--- src/ssi_consts.svh ---
// Constants for the servo status indicator block.
// Assumes a 10 MHz system clock and a byte-addressed Avalon-MM slave.
`ifndef SSI_CONSTS_SVH
`define SSI_CONSTS_SVH

// ****************************************
// Timing
// ****************************************
`define SSI_CLK_HZ       10000000
`define SSI_MS_PER_S     1000
`define SSI_BLINK_MS     500
`define SSI_DWELL_MS     1000
`define SSI_CNT_W        24

// ****************************************
// Register map and fields
// ****************************************
`define SSI_ADDR_W       4
`define SSI_REG_CTRL     4'h0
`define SSI_REG_CFG      4'h4
`define SSI_REG_EFF      4'h8
`define SSI_REG_STAT     4'hC
`define SSI_CTRL_SRST    0
`define SSI_CFG_W        2
`define SSI_CFG_TEST     0
`define SSI_CFG_BASIC    1
`define SSI_CFG_RST      2'h0
`define SSI_CFG_PAD      30
`define SSI_STAT_PAD     22
`define SSI_RDATA_RST    32'h0000_0000

// ****************************************
// Network management machine encoding
// ****************************************
`define SSI_NMT_INIT     2'h0
`define SSI_NMT_PREOP    2'h1
`define SSI_NMT_SAFEOP   2'h2
`define SSI_NMT_OPER     2'h3

// ****************************************
// Display codes; 5'h00..5'h0F show a hex digit
// ****************************************
`define SSI_DISP_BOOT    5'h10
`define SSI_DISP_NOCONN  5'h11
`define SSI_DISP_NOLINK  5'h12
`define SSI_DISP_PREOP   5'h13
`define SSI_DISP_SAFEOP  5'h14
`define SSI_DISP_OPER    5'h15
`define SSI_DISP_STOP    5'h16
`define SSI_DISP_TEST    5'h17
`define SSI_DISP_CPUERR  5'h18
`define SSI_DISP_UPDATE  5'h19
`define SSI_DISP_INIT    5'h1A
`define SSI_DISP_IPSET   5'h1B
`define SSI_SYNC_W       28
`define SSI_ALM_W        12

`endif

--- src/ssi_top_fix_note_unused.sv ---
`timescale 1ns/1ps

--- src/ssi_pkg.sv ---
// Types shared by the servo status indicator block.
// Uses nothing from ssi_consts.svh; the state encodings are literal values here.
package ssi_pkg;

   // Display sequencer states, one-hot
   typedef enum logic [4:0] {
      ST_BOOT = 5'h01,
      ST_NET  = 5'h02,
      ST_ALM2 = 5'h04,
      ST_ALM1 = 5'h08,
      ST_ALM0 = 5'h10
   } ssi_disp_st_t;

endpackage

--- src/ssi_blink.sv ---
// Fixed-period divider: one-cycle tick and a square-wave phase.
// Assumes the single system clock; restart_i realigns the period.
`timescale 1ns/1ps
`default_nettype none
`include "ssi_consts.svh"

module ssi_blink #(
   parameter int HALF_CYC = 5000000
) (
   input  wire logic clk_i,
   input  wire logic nrst_i,
   input  wire logic restart_i,
   output var  logic tick_o,
   output var  logic phase_o
);

   logic [`SSI_CNT_W-1:0] cnt;
   logic [`SSI_CNT_W-1:0] next_cnt;
   logic                  next_tick;
   logic                  next_phase;

   always_comb begin
      next_cnt   = cnt + `SSI_CNT_W'(1);
      next_tick  = 1'b0;
      next_phase = phase_o;
      if (restart_i) begin
         next_cnt   = '0;
      end else if (cnt == `SSI_CNT_W'(HALF_CYC - 1)) begin
         next_cnt   = '0;
         next_tick  = 1'b1;
         next_phase = ~phase_o;
      end
   end

   always_ff @(posedge clk_i or negedge nrst_i) begin
      if (!nrst_i) begin
         cnt     <= '0;
         tick_o  <= 1'b0;
         phase_o <= 1'b0;
      end else begin
         cnt     <= next_cnt;
         tick_o  <= next_tick;
         phase_o <= next_phase;
      end
   end

endmodule
`default_nettype wire

--- src/ssi_top.sv ---
// Servo status indicator: status LEDs and one-digit display sequencer.
// Assumes status flags arrive unsynchronised and an Avalon-MM master.
//
// Notes on behaviour
// Servo LED: off, blink ready, on servo-on
// Error LED: off, blink warning, on alarm
// Run LED on unless an alarm is active
// Each port link LED follows its link
// Startup sequence, then network status after check
// Alarm number follows network status when flagged
// Distinct code while controller not connected
// Distinct pre-operational and safe-operational codes
// Stopped code when configured as reserved station
// Codes for test, firmware update, initialization
// Code for processor watchdog error
// Code while IP address is being set
// Restart parameters apply only after reset
// Blink from fixed equal on/off divider
// Special codes chosen by fixed priority
//
// The Avalon-MM interface to the registers and the placing of the registers are this design's own decisions.
`timescale 1ns/1ps
`default_nettype none
`include "ssi_consts.svh"

module ssi_top #(
   parameter int BLINK_CYC = `SSI_CLK_HZ / `SSI_MS_PER_S * `SSI_BLINK_MS,
   parameter int DWELL_CYC = `SSI_CLK_HZ / `SSI_MS_PER_S * `SSI_DWELL_MS
) (
   input  wire logic                   clk_i,
   input  wire logic                   nrst_i,
   input  wire logic [`SSI_ADDR_W-1:0] avs_address_i,
   input  wire logic                   avs_read_i,
   input  wire logic                   avs_write_i,
   input  wire logic [31:0]            avs_writedata_i,
   input  wire logic [3:0]             avs_byteenable_i,
   output var  logic [31:0]            avs_readdata_o,
   output var  logic                   avs_waitrequest_o,
   input  wire logic                   ready_i,
   input  wire logic                   servo_on_i,
   input  wire logic                   alarm_i,
   input  wire logic                   warning_i,
   input  wire logic                   port_a_link_i,
   input  wire logic                   port_b_link_i,
   input  wire logic                   check_done_i,
   input  wire logic                   ctrl_conn_i,
   input  wire logic                   data_link_i,
   input  wire logic                   reserved_i,
   input  wire logic [1:0]             nmt_state_i,
   input  wire logic                   fw_update_i,
   input  wire logic                   param_init_i,
   input  wire logic                   ip_setting_i,
   input  wire logic                   cpu_err_i,
   input  wire logic [`SSI_ALM_W-1:0]  alarm_num_i,
   output var  logic                   servo_on_indicator_o,
   output var  logic                   err_led_o,
   output var  logic                   run_led_o,
   output var  logic                   port_a_link_indicator_o,
   output var  logic                   port_b_link_indicator_o,
   output var  logic [4:0]             disp_code_o
);

   // ****************************************
   // Input synchronisers
   // ****************************************
   // Alarm number bits are synchronised one by one; it is held steady
   // while an alarm stands, so a torn word lasts at most one cycle.
   logic [`SSI_SYNC_W-1:0] sync1;
   logic [`SSI_SYNC_W-1:0] sync2;
   logic                   s_ready, s_servo_on, s_alarm, s_warning;
   logic                   s_link_a, s_link_b, s_check_done, s_ctrl_conn;
   logic                   s_data_link, s_reserved, s_fw_update, s_param_init;
   logic                   s_ip_setting, s_cpu_err;
   logic [1:0]             s_nmt;
   logic [`SSI_ALM_W-1:0]  s_alarm_num;

   always_ff @(posedge clk_i or negedge nrst_i) begin
      if (!nrst_i) begin
         sync1 <= '0;
         sync2 <= '0;
      end else begin
         sync1 <= {ready_i, servo_on_i, alarm_i, warning_i, port_a_link_i,
                   port_b_link_i, check_done_i, ctrl_conn_i, data_link_i,
                   reserved_i, fw_update_i, param_init_i, ip_setting_i,
                   cpu_err_i, nmt_state_i, alarm_num_i};
         sync2 <= sync1;
      end
   end

   assign {s_ready, s_servo_on, s_alarm, s_warning, s_link_a, s_link_b,
           s_check_done, s_ctrl_conn, s_data_link, s_reserved, s_fw_update,
           s_param_init, s_ip_setting, s_cpu_err, s_nmt, s_alarm_num} = sync2;

   // ****************************************
   // Avalon-MM slave
   // ****************************************
   // Every access gets exactly one wait cycle, then completes.
   logic [`SSI_CFG_W-1:0] cfg_pend, next_cfg_pend;
   logic [`SSI_CFG_W-1:0] cfg_eff, next_cfg_eff;
   logic                  srst, next_srst;
   logic [31:0]           next_rdata;
   logic                  next_wait;
   logic                  acc;
   ssi_pkg::ssi_disp_st_t state, next_state;

   assign acc = (avs_read_i || avs_write_i) && !avs_waitrequest_o;

   always_comb begin
      next_wait     = !((avs_read_i || avs_write_i) && avs_waitrequest_o);
      next_cfg_pend = cfg_pend;
      next_cfg_eff  = cfg_eff;
      next_srst     = 1'b0;
      next_rdata    = avs_readdata_o;
      if (avs_read_i && avs_waitrequest_o) begin
         unique case (avs_address_i)
            `SSI_REG_CFG:  next_rdata = {`SSI_CFG_PAD'(0), cfg_pend};
            `SSI_REG_EFF:  next_rdata = {`SSI_CFG_PAD'(0), cfg_eff};
            `SSI_REG_STAT: next_rdata = {`SSI_STAT_PAD'(0), state, disp_code_o};
            default:       next_rdata = `SSI_RDATA_RST;
         endcase
      end
      if (acc && avs_write_i && avs_byteenable_i[0]) begin
         if (avs_address_i == `SSI_REG_CFG) begin
            // New value is staged only; cfg_eff is untouched
            next_cfg_pend = avs_writedata_i[`SSI_CFG_W-1:0];
         end
         if (avs_address_i == `SSI_REG_CTRL) begin
            next_srst = avs_writedata_i[`SSI_CTRL_SRST];
         end
      end
      if (srst) begin
         next_cfg_eff = cfg_pend;
      end
   end

   always_ff @(posedge clk_i or negedge nrst_i) begin
      if (!nrst_i) begin
         avs_waitrequest_o <= 1'b1;
         avs_readdata_o    <= `SSI_RDATA_RST;
         cfg_pend          <= `SSI_CFG_RST;
         cfg_eff           <= `SSI_CFG_RST;
         srst              <= 1'b0;
      end else begin
         avs_waitrequest_o <= next_wait;
         avs_readdata_o    <= next_rdata;
         cfg_pend          <= next_cfg_pend;
         cfg_eff           <= next_cfg_eff;
         srst              <= next_srst;
      end
   end

   // ****************************************
   // Dividers
   // ****************************************
   logic blink_tick, blink_phase, dwell_tick;

   ssi_blink #(.HALF_CYC(BLINK_CYC)) u_blink (
      .clk_i     (clk_i),
      .nrst_i    (nrst_i),
      .restart_i (1'b0),
      .tick_o    (blink_tick),
      .phase_o   (blink_phase)
   );

   ssi_blink #(.HALF_CYC(DWELL_CYC)) u_dwell (
      .clk_i     (clk_i),
      .nrst_i    (nrst_i),
      .restart_i (state != next_state),
      .tick_o    (dwell_tick),
      .phase_o   ()
   );

   // ****************************************
   // Display sequencer
   // ****************************************
   function automatic logic [4:0] net_code(input logic [`SSI_CFG_W-1:0] cfg,
                                           input logic cpu, upd, ini, ips,
                                           input logic conn, link, rsv,
                                           input logic [1:0] network_management_machine);
      logic [4:0] c;
      c = `SSI_DISP_OPER;
      if (cpu) c = `SSI_DISP_CPUERR;
      else if (upd) c = `SSI_DISP_UPDATE;
      else if (ini) c = `SSI_DISP_INIT;
      else if (ips) c = `SSI_DISP_IPSET;
      else if (cfg[`SSI_CFG_TEST]) c = `SSI_DISP_TEST;
      else if (!conn) c = `SSI_DISP_NOCONN;
      else if (cfg[`SSI_CFG_BASIC]) c = `SSI_DISP_OPER;
      else if (!link) c = `SSI_DISP_NOLINK;
      else if (rsv) c = `SSI_DISP_STOP;
      else if (network_management_machine == `SSI_NMT_PREOP) c = `SSI_DISP_PREOP;
      else if (network_management_machine == `SSI_NMT_SAFEOP) c = `SSI_DISP_SAFEOP;
      else if (network_management_machine == `SSI_NMT_INIT) c = `SSI_DISP_NOLINK;
      return c;
   endfunction

   logic [4:0] net_now, next_disp;
   logic       next_servo, next_err, next_run;

   assign net_now = net_code(cfg_eff, s_cpu_err, s_fw_update, s_param_init,
                             s_ip_setting, s_ctrl_conn, s_data_link,
                             s_reserved, s_nmt);

   always_comb begin
      next_state = state;
      unique case (state)
         ssi_pkg::ST_BOOT: if (s_check_done) next_state = ssi_pkg::ST_NET;
         ssi_pkg::ST_NET: begin
            if (dwell_tick && (s_alarm || s_warning)) begin
               next_state = ssi_pkg::ST_ALM2;
            end
         end
         ssi_pkg::ST_ALM2: if (dwell_tick) next_state = ssi_pkg::ST_ALM1;
         ssi_pkg::ST_ALM1: if (dwell_tick) next_state = ssi_pkg::ST_ALM0;
         ssi_pkg::ST_ALM0: if (dwell_tick) next_state = ssi_pkg::ST_NET;
         default: next_state = ssi_pkg::ST_BOOT;
      endcase
      // Software reset restarts the whole sequence
      if (srst) next_state = ssi_pkg::ST_BOOT;
      unique case (next_state)
         ssi_pkg::ST_ALM2: next_disp = {1'b0, s_alarm_num[11:8]};
         ssi_pkg::ST_ALM1: next_disp = {1'b0, s_alarm_num[7:4]};
         ssi_pkg::ST_ALM0: next_disp = {1'b0, s_alarm_num[3:0]};
         ssi_pkg::ST_NET:  next_disp = net_now;
         default:          next_disp = `SSI_DISP_BOOT;
      endcase
      next_servo = s_ready && (s_servo_on || blink_phase);
      next_err   = s_alarm || (s_warning && blink_phase);
      next_run   = !s_alarm;
   end

   always_ff @(posedge clk_i or negedge nrst_i) begin
      if (!nrst_i) begin
         state                   <= ssi_pkg::ST_BOOT;
         disp_code_o             <= `SSI_DISP_BOOT;
         servo_on_indicator_o    <= 1'b0;
         err_led_o               <= 1'b0;
         run_led_o               <= 1'b0;
         port_a_link_indicator_o <= 1'b0;
         port_b_link_indicator_o <= 1'b0;
      end else begin
         state                   <= next_state;
         disp_code_o             <= next_disp;
         servo_on_indicator_o    <= next_servo;
         err_led_o               <= next_err;
         run_led_o               <= next_run;
         port_a_link_indicator_o <= s_link_a;
         port_b_link_indicator_o <= s_link_b;
      end
   end

   logic specials;
   assign specials = s_cpu_err | s_fw_update | s_param_init | s_ip_setting
                     | cfg_eff[`SSI_CFG_TEST];
endmodule
`default_nettype wire

--- config.mk ---
export PLATFORM = sky130hd
export DESIGN_NAME = ssi_top
export DESIGN_NICKNAME = d
export VERILOG_FILES = /design/src/ssi_top_fix_note_unused.sv /design/src/ssi_pkg.sv /design/src/ssi_blink.sv /design/src/ssi_top.sv
export VERILOG_INCLUDE_DIRS = /design/src
export SDC_FILE = /design/constraint.sdc
export NUM_CORES = 1
export LEC_CHECK = 0
export BUFFER_PORTS_ARGS = -buffer_cell sky130_fd_sc_hd__clkbuf_2
export CAP_MARGIN = 20
export CORE_MARGIN = 3
export CORE_UTILIZATION = 50
export CTS_BUF_LIST = sky130_fd_sc_hd__clkbuf_16
export DETAILED_ROUTE_END_ITERATION = 16
export GPL_TIMING_DRIVEN = 0
export HOLD_SLACK_MARGIN = 0.02
export PLACE_DENSITY = 0.76
export RECOVER_POWER = 100
export SLEW_MARGIN = 20
export SYNTH_ARGS = -nofsm -noshare
export SYNTH_HDL_FRONTEND = slang
export SYNTH_HIERARCHICAL = 1
export SYNTH_SLANG_ARGS = --single-unit
--- constraint.sdc ---
create_clock -name clk_i -period 2.2 [get_ports clk_i]
set_clock_uncertainty 0.2 [all_clocks]
set_input_delay 0.22 -clock clk_i [delete_from_list [all_inputs] [get_ports clk_i]]
set_output_delay 0.22 -clock clk_i [all_outputs]
set_load 0.01 [all_outputs]
# Yosys cells after proc, flatten, opt, wreduce, memory -nomap -nowiden
# Cells that the tools add are included.
# Widths: inputs -> output; s select.
totals:
  ff_bits: 159
classes:
  add_sub_neg: 2
  n_eq_ne: 17
  n_mux: 28
  bitwise_logic: 1
  n_reduce_logical: 18
op_table:
  columns: ["op", "n"]
  rows:
  - ["$mux 24", 3]
  - ["$add 24x1->24 const B", 2]
  - ["$mux 5", 8]
  - ["$pmux 10 s3", 1]
  - ["$pmux 5 s5", 1]
  - ["$eq 24x23->1 const B", 1]
  - ["$eq 24x24->1 const B", 1]
  - ["$mux 3", 8]
  - ["$pmux 5 s4", 1]
  - ["$eq 5x2->1 const B", 2]
  - ["$eq 5x3->1 const B", 2]
  - ["$eq 5x4->1 const B", 2]
  - ["$eq 5x5->1 const B", 2]
  - ["$eq 4x4->1 const B", 2]
  - ["$logic_and 1x1->1", 8]
  - ["$mux 4", 2]
  - ["$eq 5x1->1 const B", 1]
  - ["$ne 5x5->1", 1]
  - ["$eq 4x3->1 const B", 1]
  - ["$logic_not 4->1", 1]
  - ["$logic_or 1x1->1", 4]
  - ["$mux 1", 4]
  - ["$logic_not 1->1", 3]
  - ["$eq 2x1->1 const B", 1]
  - ["4 further kinds", 4]

# Logic depth before layout (Yosys ltp)
logic_depth:
  ltp_word: 14
  mapped_depth: 11

# Cells and area by module
# Netlist, hierarchy kept.
modules_own_cells:
  columns: ["module", "instances", "cells_per_inst", "area_each_um2", "seq_area_each_um2"]
  rows:
  - ["ssi_top", 1, 243, 3238.1, 2180.8]
  - ["ssi_blink at u_blink", 1, 135, 1305.0, 650.6]
  - ["ssi_blink at u_dwell", 1, 138, 1300.0, 650.6]

# Least setup slack after synthesis
# OpenSTA, ideal clock, no wires.
synth_timing:
  path_kind: "register to register"
  start: "register u_blink.cnt[0]"
  end: "register u_blink.cnt[22]"
  setup_ps: 74
  arrival_ps: 2028
  slack_ps: -102
  path_stages_with_launch: 7
  n_path_buf: 1
  period_less_slack_ps: 2302
  cell_sequence: "dfrtp_1 > ha_1 > inv_1 > or4_1 > buf_2 > or4_4 > a21oi_2"
synth_between:
  elab_chain_len: 2
  word_cells_on_any_way: 3
  classes_between: "add/sub: 1; eq/ne: 1; mux: 1"
synth_rtl:
  columns: ["element", "line", "source"]
  rows:
  - ["start: declaration", "ssi_blink.sv:17", "logic [`SSI_CNT_W-1:0] cnt;"]
  - ["start signal: assignment", "ssi_blink.sv:41", "cnt <= next_cnt;"]
  - ["$add 24x1->24 or $eq 24x23->1 (tied branches)", "ssi_blink.sv:23, ssi_blink.sv:28", null]
  - ["$mux 24 *", "ssi_blink.sv:28", "end else if (cnt == `SSI_CNT_W'(HALF_CYC - 1)) begin"]
  - ["named net u_blink.next_cnt[22]", "ssi_blink.sv:18", "logic [`SSI_CNT_W-1:0] next_cnt;"]
# The timed path passes the listed nets; every way through them passes the cells marked *.
# A chain may end at the register's enable or synchronous reset.

# Final worst setup path
layout_timing:
  start: "register state[3]"
  end: "register u_dwell.cnt[3]"
layout_between:
  elab_chain_len: 5
  word_cells_on_any_way: 14
  classes_between: "eq/ne: 6; mux: 8"
layout_rtl:
  columns: ["element", "line", "source"]
  rows:
  - ["start: declaration", "ssi_top.sv:104", "ssi_pkg::ssi_disp_st_t state, next_state;"]
  - ["start signal: assignment", "ssi_top.sv:234", "state <= ssi_pkg::ST_BOOT;"]
  - ["start signal: assignment", "ssi_top.sv:242", "state <= next_state;"]
  - ["$eq 5x5->1, or another cell as far along", "ssi_top.sv:206", "unique case (state)"]
  - ["$pmux 5 s5", "ssi_top.sv:206", null]
  - ["$mux 5", "ssi_top.sv:219", "if (srst) next_state = ssi_pkg::ST_BOOT;"]
  - ["$ne 5x5->1 *", "ssi_top.sv:168", ".restart_i (state != next_state),"]
  - ["$mux 24 *", "ssi_blink.sv:26", "if (restart_i) begin"]
  - ["named net u_dwell.next_cnt[3]", "ssi_blink.sv:18", null]
  - ["end signal: assignment", "ssi_blink.sv:41", null]
  - ["end: declaration", "ssi_blink.sv:17", null]
# Marked as above.

==> flow_summary_export.csv <==
group,metric,value,unit
clock_tree,cts_tree,"built",
sta,tightest_slew,1760,ps
route,routed_via_density,5.37,
power,pwr-share-comb,24.8,%
power,p_per_area,961,nW/um^2
clock_tree,clk_pin_slew,60,ps
clock_tree,insertion_delay,420,ps
sta,fmax,420,MHz
clock_tree,cts_made_buffers,17,
floorplanning,ios,115,
layout,n_antenna_cell,0,
critical_path,cp-end-kind,"register",
route,dr.pass1.iters,5,
global_routing,grt_pass1_vias,4418,
layout,nNetsFinal,747,
logic_synthesis,syn_area_per_cell,11.3,um^2
floorplanning,dieArea,12900,um^2
route,avgRoutedWirePerCell,15.5,um
route,ant_nets,0,
route,drt-initial-drc-count,259,
status,outcome,"finished with violations",
layout,area_growth,32.1,%
sta,hold_viol_final,0,
power,power.internal,5.29,mW
job,max-cap-violations,1,
route,drt_wl_total,12.8,mm
power,peakVddDrop,0.000740,V
critical_path,cp.arrival,2520,ps
power,p_sw_share,28.0,%
sta,finalSetupViolations,26,
placed_design,dpl.cell_count,737,
global_routing,grt_pass1_wl,21.3,mm
critical_path,timing.rr.end,"u_dwell/cnt[3]",
global_routing,antenna_found_initial,0,
logic_synthesis,syn_inst,513,
worst_hold_path,hold_depth,4,
clock_tree,cts_buffer_depth,2,
route,drcViolationCount,0,
sta,final.setup.worst_slack,-179,ps
layout,instances_no_fill,826,
power,p_seq_share,37.8,%
power,clockPowerShare,37.4,%
floorplanning,die_x,114,um
sta,rsz0062_at_grt,"yes",
critical_path,worstSetupPathType,"register to register",
sta,layout_min_cycle_time,2380,ps
logic_synthesis,yosysWarnings,6,
floorplanning,core_area,11100,um^2
layout,drive_gt1_share,26.5,%
critical_path,cp_max_fo,10,
power,power_switching,2.06,mW
critical_path,required,2340,ps
logic_synthesis,syn_area,5780,um^2
route,vias,4437,
placed_design,gp_congestion,0.879,
global_routing,grtUsageTotal,21.0,%
worst_hold_path,hp-start,"avs_byteenable_i[0]",
floorplanning,initial_core_util,52.2,%
layout,fin_util,69.0,%
critical_path,ff2ff_setup_slack,-180,ps
power,p_leak,3.33,nW
floorplanning,num_rows,38,
critical_path,worstSetupStartpointType,"register",
worst_hold_path,worstHoldPathType,"primary input to register",
clock_tree,htreeDepth,4,
critical_path,r2r_cells,11,
sta,relSlewSlack,-17.0,%
sta,post-route-period-util,108,%
critical_path,rr_startpoint,"state[3]",
clock_tree,cts.sinks,137,
status,violations,"capacitance limit, slew limit, setup timing",
clock_tree,cts-root-buf,"clkbuf_16",
sta,finalMaxSlewViolations,71,
floorplanning,die_h,114,um
placed_design,hpwl,8.00,mm
global_routing,grt-ovfl-total,0,
worst_hold_path,min_to,"cfg_pend[1]",
placed_design,port_buffers,59,
global_routing,grt_max_degree,72,
layout by cell type, fill, tap and decap left out, types with 13 or more instances in the layout:
cell and count:
inv_1 13, dlygate4sd3_1 37, nor2_1 45, buf_4 44, clkbuf_1 25, or3_1 14
dfrtp_1 127, nand4_1 13, nand3_1 26, nand2_1 27, clkbuf_16 17, xnor2_1 22
a21oi_1 13, conb_1 25, o21ai_0 24, clkbuf_2 37
through the flow:
stage	total power, mW	hold WS [ps]	setup WS (ps)	setup TNS (ps)	cell area [um^2]
floorplan	3.59	-276	-24.2	-187	5930
global placement	3.87	129	-1560	-183750	6400
detailed placement	3.91	67.3	-363	-13990	6440
CTS	7.28	94.9	-195	-4110	7600
global route	7.66	124	-322	-32840	7640
finish	7.34	106	-179	-3860	7640
state kept, by name, indices dropped and copies added, names as in the netlist:
register                 flops
sync2                       28
sync1                       28
run_led_o                    1
u_dwell/tick_o               1
avs_waitrequest_o            1
state                        5
u_blink/cnt                 24
cfg_eff                      2
u_blink/phase_o              1
avs_readdata_o              10
port_b_link_indicator_o      1
srst                         1
port_a_link_indicator_o      1
cfg_pend                     2
err_led_o                    1
u_dwell/cnt                 24
disp_code_o                  5
servo_on_indicator_o         1
power groups by stage:
stage	logic (mW)	clock network [mW]	registers, mW
6_report	1.82	2.74	2.78
3_5_place_dp	1.09	0	2.82
2_1_floorplan	0.783	0	2.81
4_1_cts	1.71	2.79	2.78
3_3_place_gp	1.05	0	2.82
5_1_grt	1.96	2.91	2.79
what timing repair did:
item	4_1_cts	5_1_grt
pin swaps	7	6
gates cloned	1	1
hold endpoints to repair	104	0
hold buffers	37	0
endpoints found under the setup margin	47	52
resized for setup	27	20
setup buffers	16	6
how the worst max path moves through the flow:
stage	startpoint	endpoint	slack, ps	cells after the start
finish	state[3]	u_dwell/cnt[3]	-180	11
global route	state[0]	u_dwell/cnt[18]	-320	10
CTS	state[0]	u_dwell/cnt[18]	-200	9
detailed placement	state[0]	u_dwell/cnt[18]	-360	9
global placement	nrst_i	u_blink/cnt[0]	-1560	1
floorplan	u_blink/cnt[1]	u_blink/cnt[22]	-20	6
critical path, cell delays in order, from the launching register on:
cell	delay, ps
dfrtp_1	370
buf_6	140
and2b_2	250
o21ai_2	60
a21oi_2	210
buf_4	170
buf_6	90
mux2_4	130
nand4_1	130
a31o_4	290
buf_8	150
nor2_1	100
layer usage:
| layer | vias up | track usage, % | share of wire [%] |
|---|---|---|---|
| met5 | - | 0 | 0 |
| met4 | 0 | 10.1 | 3.0 |
| met3 | 35 | 5.15 | 4.9 |
| met2 | 135 | 35.4 | 52 |
| met1 | 2173 | 25.4 | 40 |
| li1 | 2094 | - | - |
layout make-up:
class	instances	area, um^2
flip-flops and latches	137	3440
well taps	140	175
multi-input cells	349	2260
clock buffers	17	425
plain buffers	37	287
fillers	801	3430
repair buffers	119	855
clock inverters	15	153
inverters	12	45.0
Note: power is estimated with default switching activity, not from simulation.
